===== src/verilog/skip_sub_defines.svh =====
// Register map, field positions, reset values and cycle counts for the skip and subtract executor
// Assumes a 32-bit APB slave with byte addresses, one aligned word per register
`ifndef SKIP_SUB_DEFINES_SVH
`define SKIP_SUB_DEFINES_SVH

// Register byte addresses
`define REG_CMD 8'h00
`define REG_WREG 8'h04
`define REG_STATUS 8'h08
`define REG_MADDR 8'h0c
`define REG_MDATA 8'h10

// Command word fields
`define CMD_OP_LSB 0
`define CMD_OP_MSB 2
`define CMD_BIT_LSB 4
`define CMD_BIT_MSB 6
`define CMD_ADDR_LSB 8
`define CMD_ADDR_MSB 15
`define CMD_LIT_LSB 16
`define CMD_LIT_MSB 23

// Command codes
`define OPC_INC_SKIP_ZERO 3'h0
`define OPC_INC_TO_WREG_SKIP_ZERO 3'h1
`define OPC_SKIP_BIT_SET 3'h2
`define OPC_MINUS_INTO_WREG 3'h3
`define OPC_MINUS_INTO_MEMORY 3'h4
`define OPC_MINUS_LITERAL 3'h5

// Status word bit positions
`define STAT_CARRY 0
`define STAT_HALF_CARRY 1
`define STAT_ZERO 2
`define STAT_SIGNED_RANGE 3
`define STAT_BUSY 4
`define STAT_SKIP 5

// Reset values
`define WREG_RESET 8'h00
`define FLAGS_RESET 4'h0

// Machine cycles of a skip-type instruction
`define SKIP_MACHINE_CYCLES 2'h2

`endif


===== src/verilog/skip_sub_pkg.sv =====
// Types shared by the skip and subtract executor
// Assumes nothing beyond a SystemVerilog compiler
package skip_sub_pkg;

   // Decoded instruction kinds
   typedef enum logic [2:0] {
      inc_skip_zero,
      inc_to_wreg_skip_zero,
      skip_bit_set,
      minus_into_wreg,
      minus_into_memory,
      minus_literal
   } op_t;

   // Sequencer states
   typedef enum logic [1:0] {
      st_idle,
      st_exec,
      st_second
   } state_t;

endpackage


===== src/verilog/skip_sub_alu.sv =====
// Combinational arithmetic for increment and subtract
// Assumes operands are stable for the cycle in which results are used
`timescale 1ns/10ps
module skip_sub_alu #(
   parameter int WIDTH = 8
) (
   // Operands
   input wire logic [WIDTH-1:0] minuend,
   input wire logic [WIDTH-1:0] subtrahend,
   input wire logic [WIDTH-1:0] inc_operand,
   // Results
   output logic [WIDTH-1:0] inc_result,
   output logic [WIDTH-1:0] difference,
   output logic carry_flag,
   output logic half_carry_flag,
   output logic zero_flag,
   output logic signed_range_flag
);

   logic [WIDTH:0] wide_diff;
   logic [4:0] low_diff;

   // Increment wraps at the top of the byte
   assign inc_result = inc_operand + {{(WIDTH-1){1'b0}}, 1'b1};

   // Subtract with borrow out in the extra bit
   assign wide_diff = {1'b0, minuend} - {1'b0, subtrahend};
   assign low_diff = {1'b0, minuend[3:0]} - {1'b0, subtrahend[3:0]};
   assign difference = wide_diff[WIDTH-1:0];

   // Flags, carry is the inverted borrow
   assign carry_flag = ~wide_diff[WIDTH];
   assign half_carry_flag = ~low_diff[4];
   assign zero_flag = (wide_diff[WIDTH-1:0] == '0);
   assign signed_range_flag = (minuend[WIDTH-1] ^ subtrahend[WIDTH-1]) &
                              (minuend[WIDTH-1] ^ wide_diff[WIDTH-1]);

endmodule


===== src/verilog/skip_and_subtract_exec.sv =====
// Executor for increment-skip, bit-test skip and subtract instructions with an APB register port
// Assumes one clock pclk, presetn asynchronous active low, APB master per the published protocol
`timescale 1ns/10ps
`include "skip_sub_defines.svh"
module skip_and_subtract_exec #(
   parameter int DEPTH = 160,
   parameter int AW = 8
) (
   // Clock and reset
   input wire logic pclk,
   input wire logic presetn,
   // APB slave
   input wire logic psel,
   input wire logic penable,
   input wire logic pwrite,
   input wire logic [7:0] paddr,
   input wire logic [31:0] pwdata,
   output logic pready,
   output logic [31:0] prdata,
   output logic pslverr,
   // Sequencing status
   output logic busy,
   output logic skip_next,
   output logic dummy_cycle
);

   skip_sub_pkg::state_t state_reg;
   skip_sub_pkg::op_t op_reg;
   skip_sub_pkg::op_t op_next;
   logic op_valid;
   logic [AW-1:0] addr_reg;
   logic [2:0] bit_reg;
   logic [7:0] lit_reg;
   logic [7:0] working_register_reg;
   logic [3:0] flags_reg;
   logic [AW-1:0] maddr_reg;
   logic [31:0] prdata_reg;
   logic skip_reg;
   logic dummy_reg;
   logic [7:0] mem_reg [DEPTH];
   logic [7:0] operand;
   logic [7:0] host_byte;
   logic [7:0] sub_right;
   logic [7:0] inc_result;
   logic [7:0] difference;
   logic alu_c;
   logic alu_ac;
   logic alu_z;
   logic alu_ov;
   logic access;
   logic wr;
   logic mapped;
   logic cmd_wr;
   logic refused;
   logic in_exec;
   logic skip_cond;
   logic is_skip_op;

   // Memory reads, out-of-range addresses read zero
   assign operand = (int'(addr_reg) < DEPTH) ? mem_reg[addr_reg] : 8'h00;
   assign host_byte = (int'(maddr_reg) < DEPTH) ? mem_reg[maddr_reg] : 8'h00;

   // Right operand is the literal only for the immediate form
   assign sub_right = (op_reg == skip_sub_pkg::minus_literal) ? lit_reg : operand;

   skip_sub_alu #(
      .WIDTH(8)
   ) alu_inst (
      .minuend(working_register_reg),
      .subtrahend(sub_right),
      .inc_operand(operand),
      .inc_result(inc_result),
      .difference(difference),
      .carry_flag(alu_c),
      .half_carry_flag(alu_ac),
      .zero_flag(alu_z),
      .signed_range_flag(alu_ov)
   );

   // Command code decode
   always_comb begin
      op_valid = 1'b1;
      case (pwdata[`CMD_OP_MSB:`CMD_OP_LSB])
         `OPC_INC_SKIP_ZERO: op_next = skip_sub_pkg::inc_skip_zero;
         `OPC_INC_TO_WREG_SKIP_ZERO: op_next = skip_sub_pkg::inc_to_wreg_skip_zero;
         `OPC_SKIP_BIT_SET: op_next = skip_sub_pkg::skip_bit_set;
         `OPC_MINUS_INTO_WREG: op_next = skip_sub_pkg::minus_into_wreg;
         `OPC_MINUS_INTO_MEMORY: op_next = skip_sub_pkg::minus_into_memory;
         `OPC_MINUS_LITERAL: op_next = skip_sub_pkg::minus_literal;
         default: begin
            op_next = skip_sub_pkg::inc_skip_zero;
            op_valid = 1'b0;
         end
      endcase
   end

   // APB decode and error answer
   assign access = psel & penable;
   assign mapped = (paddr == `REG_CMD) | (paddr == `REG_WREG) | (paddr == `REG_STATUS) |
                   (paddr == `REG_MADDR) | (paddr == `REG_MDATA);
   assign refused = ~mapped | (pwrite & (busy | ((paddr == `REG_CMD) & ~op_valid)));
   assign wr = access & pwrite & ~refused;
   assign cmd_wr = wr & (paddr == `REG_CMD);
   assign pready = 1'b1;
   assign pslverr = access & refused;
   assign prdata = prdata_reg;

   // Skip decisions taken in the execute cycle
   assign in_exec = (state_reg == skip_sub_pkg::st_exec);
   assign is_skip_op = (op_reg == skip_sub_pkg::inc_skip_zero) |
                       (op_reg == skip_sub_pkg::inc_to_wreg_skip_zero) |
                       (op_reg == skip_sub_pkg::skip_bit_set);
   always_comb begin
      case (op_reg)
         skip_sub_pkg::inc_skip_zero: skip_cond = (inc_result == 8'h00);
         skip_sub_pkg::inc_to_wreg_skip_zero: skip_cond = (inc_result == 8'h00);
         skip_sub_pkg::skip_bit_set: skip_cond = operand[bit_reg];
         default: skip_cond = 1'b0;
      endcase
   end

   // Sequencer, skip forms hold a second machine cycle
   always_ff @(posedge pclk or negedge presetn) begin
      if (!presetn) begin
         state_reg <= skip_sub_pkg::st_idle;
      end else begin
         case (state_reg)
            skip_sub_pkg::st_idle: begin
               if (cmd_wr) begin
                  state_reg <= skip_sub_pkg::st_exec;
               end
            end
            skip_sub_pkg::st_exec: begin
               if (is_skip_op) begin
                  state_reg <= skip_sub_pkg::st_second;
               end else begin
                  state_reg <= skip_sub_pkg::st_idle;
               end
            end
            skip_sub_pkg::st_second: state_reg <= skip_sub_pkg::st_idle;
            default: state_reg <= skip_sub_pkg::st_idle;
         endcase
      end
   end

   // Instruction latch on command write
   always_ff @(posedge pclk or negedge presetn) begin
      if (!presetn) begin
         op_reg <= skip_sub_pkg::inc_skip_zero;
         addr_reg <= '0;
         bit_reg <= 3'h0;
         lit_reg <= 8'h00;
      end else if (cmd_wr) begin
         op_reg <= op_next;
         addr_reg <= pwdata[`CMD_ADDR_LSB +: AW];
         bit_reg <= pwdata[`CMD_BIT_MSB:`CMD_BIT_LSB];
         lit_reg <= pwdata[`CMD_LIT_MSB:`CMD_LIT_LSB];
      end
   end

   // Working register
   always_ff @(posedge pclk or negedge presetn) begin
      if (!presetn) begin
         working_register_reg <= `WREG_RESET;
      end else if (in_exec) begin
         case (op_reg)
            skip_sub_pkg::inc_to_wreg_skip_zero: working_register_reg <= inc_result;
            skip_sub_pkg::minus_into_wreg: working_register_reg <= difference;
            skip_sub_pkg::minus_literal: working_register_reg <= difference;
            default: working_register_reg <= working_register_reg;
         endcase
      end else if (wr & (paddr == `REG_WREG)) begin
         working_register_reg <= pwdata[7:0];
      end
   end

   // Status flags, only the subtracts and host writes to the status register touch them
   always_ff @(posedge pclk or negedge presetn) begin
      if (!presetn) begin
         flags_reg <= `FLAGS_RESET;
      end else if (in_exec & ~is_skip_op) begin
         flags_reg[`STAT_CARRY] <= alu_c;
         flags_reg[`STAT_HALF_CARRY] <= alu_ac;
         flags_reg[`STAT_ZERO] <= alu_z;
         flags_reg[`STAT_SIGNED_RANGE] <= alu_ov;
      end else if (wr & (paddr == `REG_STATUS)) begin
         flags_reg <= pwdata[3:0];
      end
   end

   // Data memory, instruction results or host writes
   always_ff @(posedge pclk) begin
      if (in_exec & (int'(addr_reg) < DEPTH)) begin
         if (op_reg == skip_sub_pkg::inc_skip_zero) begin
            mem_reg[addr_reg] <= inc_result;
         end else if (op_reg == skip_sub_pkg::minus_into_memory) begin
            mem_reg[addr_reg] <= difference;
         end
      end else if (wr & (paddr == `REG_MDATA) & (int'(maddr_reg) < DEPTH)) begin
         mem_reg[maddr_reg] <= pwdata[7:0];
      end
   end

   // Host memory pointer
   always_ff @(posedge pclk or negedge presetn) begin
      if (!presetn) begin
         maddr_reg <= '0;
      end else if (wr & (paddr == `REG_MADDR)) begin
         maddr_reg <= pwdata[AW-1:0];
      end
   end

   // Skip outcome and dummy cycle marker
   always_ff @(posedge pclk or negedge presetn) begin
      if (!presetn) begin
         skip_reg <= 1'b0;
         dummy_reg <= 1'b0;
      end else begin
         dummy_reg <= in_exec & is_skip_op & skip_cond;
         if (cmd_wr) begin
            skip_reg <= 1'b0;
         end else if (in_exec) begin
            skip_reg <= skip_cond;
         end
      end
   end

   assign busy = (state_reg != skip_sub_pkg::st_idle);
   assign skip_next = skip_reg;
   assign dummy_cycle = dummy_reg;

   // Read data captured in the setup cycle
   always_ff @(posedge pclk or negedge presetn) begin
      if (!presetn) begin
         prdata_reg <= 32'h00000000;
      end else if (psel & ~penable & ~pwrite) begin
         case (paddr)
            `REG_WREG: prdata_reg <= {24'h000000, working_register_reg};
            `REG_STATUS: prdata_reg <= {26'h0000000, skip_reg, busy, flags_reg};
            `REG_MADDR: prdata_reg <= 32'(maddr_reg);
            `REG_MDATA: prdata_reg <= {24'h000000, host_byte};
            default: prdata_reg <= 32'h00000000;
         endcase
      end
   end

endmodule


===== config.mk =====
export PLATFORM = sky130hd
export DESIGN_NAME = skip_and_subtract_exec
export DESIGN_NICKNAME = d
export VERILOG_FILES = /design/src/verilog/skip_sub_pkg.sv /design/src/verilog/skip_sub_alu.sv /design/src/verilog/skip_and_subtract_exec.sv
export VERILOG_INCLUDE_DIRS = /design/src /design/src/verilog
export SDC_FILE = /design/constraint.sdc
export NUM_CORES = 2
export LEC_CHECK = 0
export BUFFER_PORTS_ARGS = -buffer_cell sky130_fd_sc_hd__clkbuf_2
export CAP_MARGIN = 40
export CORE_MARGIN = 2
export CORE_UTILIZATION = 45
export CTS_CLUSTER_DIAMETER = 100
export CTS_CLUSTER_SIZE = 14
export DETAILED_ROUTE_END_ITERATION = 8
export PLACE_DENSITY = 0.72
export SLEW_MARGIN = 25
export SYNTH_ARGS = -nofsm -noshare
export SYNTH_HDL_FRONTEND = slang
export SYNTH_SLANG_ARGS = --single-unit

===== constraint.sdc =====
create_clock -name pclk -period 12 [get_ports pclk]
set_clock_uncertainty 0.15 [all_clocks]
set_input_delay 0.6 -clock pclk [delete_from_list [all_inputs] [get_ports pclk]]
set_output_delay 0.6 -clock pclk [all_outputs]
set_load 0.005 [all_outputs]

==> flow_metrics.tcl <==
set metrics [dict create \
    yosysSeqAreaShare_pct 61.5 \
    pwr-share-comb_pct 0.5 \
    hp-class "input port to flip-flop" \
    clockPowerShare_pct 38.9 \
    required_ps 12290 \
    coreArea_sq_um 143000 \
    crit_type "flip-flop to flip-flop" \
    p_switching_w 0.00163 \
    ys_ff_latch 1334 \
    cp.arrival_ps 8010 \
    hold_violations 0 \
    routed_wl_microns 191000 \
    route.detailed.drc 0 \
    startpoint_type "flip-flop" \
    layout.nets 3639 \
    clk_latency_ps 770 \
    die_h_microns 383 \
    maxSlewViolCount 0 \
    placed_area_sq_um 67400 \
    syn-instance-count 3454 \
    die_w_microns 383 \
    synth_top_cells_by_area "edfxtp_1 59%, mux4_2 22%, mux2i_1 2.8%" \
    largest_register_ffs 1280 \
    netlist_area_sq_um 64700 \
    max_stage_delay_ps 900 \
    cts.reportedPaths.clkPinSlew_ps 80 \
    seqPwrFrac_pct 60.6 \
    ir_drop_v 0.000107 \
    yosysWarnings 0 \
    overflow 0 \
    p_int_w 0.00666 \
    tightest_slew_ps 983 \
    cts_made_buffers 105 \
    maxSlewHeadroom_pct 33.8 \
    finalPower_w 0.00829 \
    synth_top_cell_by_area "edfxtp_1" \
    cts_tree "done" \
    synth-edff-count 1280 \
    ys_types 90 \
    p_sw_share_pct 19.7 \
    cts_resized 0 \
    antenna_found_initial 13 \
    ys_top_cells_by_count "1,280 x edfxtp_1, 632 x mux4_2, 212 x nor2_1" \
    grt_max_degree 161 \
    crit_slowest_cell "dfrtp_4" \
    cp_cell_sequence "buf_4, buf_4, mux4_1, mux4_2, mux2i_1, nor2_1, a41oi_2, nor3_1, a21oi_1, ha_1, o21ai_0, a21oi_1, o21ai_0, nand2b_1, xor2_1, o21ai_0, o21ai_4, buf_4, buf_4" \
    fin_crit_sh_pct 64.3 \
    via_count 37700 \
    drt_pass1_iterations 6 \
    dpl.hpwl_microns 127000 \
    vias_per_cell 6.83 \
    synth_top_area_share_pct 59.4 \
    stdcell_area_sq_um 70900 \
    io_pins 82 \
    postSynth.asyncResetShare_pct 4.05 \
    area_growth_syn_to_layout_pct 9.57 \
    rsz0062_at_grt "no" \
    rows 139 \
    drt_iter0_drc 6298 \
    grt_pass1_wl_microns 272000 \
    root_buffer "clkbuf_16" \
    grt_usage_pct 26.0 \
    power_density_nw_per_um2 117 \
    gp_congestion 0.932 \
    maxCapViolations 0 \
    postSynthAreaPerCell_sq_um 18.7 \
    cp-end-kind "flip-flop" \
    start_util_pct 45.2 \
    clk_path_buf_depth 3 \
    crit_top_cell "buf_4" \
    synth_ff_type "edfxtp_1" \
    ant_nets 0 \
    fmaxAchievable_ghz 0.130 \
    cts_max_level 3 \
    setup_viol 0 \
    dieArea_sq_um 147000 \
    status "finished clean" \
    cts_sinks 1334 \
    worst-path-max-fanout 72 \
    portBuffers 48 \
    yosysMostFrequentCell "edfxtp_1" \
    post-route-min-period_ps 7720 \
    tns_ps 0 \
    drive_gt1_share_pct 32.0 \
    p_leak_nw 20.4 \
    final_util_pct 49.5 \
    wire_per_inst_microns 34.6 \
    grt_pass1_vias 36600 \
]
## cell usage in the layout, fill, tap and decap left out, drive strengths merged, types with 15 or more instances in the layout
master and count:
mux4 674, clkbuf 199, nand2 117, or3 23, a22oi 69, nor3 21
a21oi 61, dfrtp 54, edfxtp 1280, inv 29, mux2 59, nand3 29
mux2i 182, o21ai 69, a211oi 21, buf 218, a31oi 15, nor2 212
o22ai 36, conb 25
## power by group through the flow
stage | registers (W) | logic, W | clock network [W]
2_1_floorplan | 0.00512 | 0.0000204 | 0
3_3_place_gp | 0.00512 | 0.0000345 | 0
3_5_place_dp | 0.00512 | 0.0000347 | 0
4_1_cts | 0.00502 | 0.0000386 | 0.00326
5_1_grt | 0.00502 | 0.0000437 | 0.00341
6_report | 0.00502 | 0.0000399 | 0.00322
## repair_timing
action                                 in CTS  in global routing
setup buffers                               0                  0
endpoints found under the hold margin      67                  0
hold buffers                               14                  0
setup endpoints to repair                   0                  0
## kinds of logic after synthesis
family                     synth area share (%)
other                                    0.0116
DFF                                        61.5
AOI/OAI and AO/OA                          3.91
adders and majority gates                 0.263
xor gates and xnor gates                  0.149
and+or+nand+nor                            3.51
muxes                                      27.6
buffers and inverters                      3.11
## worst paths after layout
path / to / from / cells past startpoint / slack (ps)
hold / removal: lit_reg[7] / pwdata[23] / 2 / 40
min in group asynchronous: flags_reg[2] / presetn / 3 / 200
setup reg to reg: mem_reg[91][5] / addr_reg[0] / 19 / 4280
max in group asynchronous: maddr_reg[4] / presetn / 4 / 10960
hold reg to reg: prdata[2] / prdata[2] / 2 / 340
setup / recovery: mem_reg[91][5] / addr_reg[0] / 19 / 4280
## worst max-delay path: cells and delay by family (launching register included)
| family | cells | cell delay [ps] |
|---|---|---|
| AOI/OAI and AO/OA | 7 | 1390 |
| xor gates and xnor gates | 1 | 310 |
| adders and majority gates | 1 | 290 |
| buffers and inverters | 4 | 2380 |
| DFF | 1 | 900 |
| muxes | 3 | 1480 |
| and+or+nand+nor | 3 | 350 |
## cell type report
| type | count | area (sq um) |
|---|---|---|
| sequential | 1334 | 39800 |
| inverter | 25 | 96.3 |
| multi-input combinational | 1819 | 23100 |
| antenna | 6 | 15.0 |
| clock buffer | 136 | 2810 |
| clock inverter | 6 | 68.8 |
| timing repair buffer | 296 | 2570 |
| tap | 1903 | 2380 |
| fill | 11300 | 72200 |
## metal layers
layer	routed length, microns	global-route usage [%]	up-vias
met4	11600	13.4	12
met3	24900	6.90	558
met1	67200	34.7	19600
met2	87400	39.4	2766
li1	-	-	14800
met5	71	0	-
## stage by stage
stage | hold slack [ps] | cells | setup WS (ps)
after global routing | 25.9 | 5520 | 3780
after floorplan | 154 | 3477 | 386
after global placement | 320 | 5206 | 3960
after CTS | 0.807 | 5468 | 4290
final | 37.7 | 5525 | 4280
after detailed placement | 331 | 5312 | 4330
No activity file was read; power rests on OpenSTA's default activity.
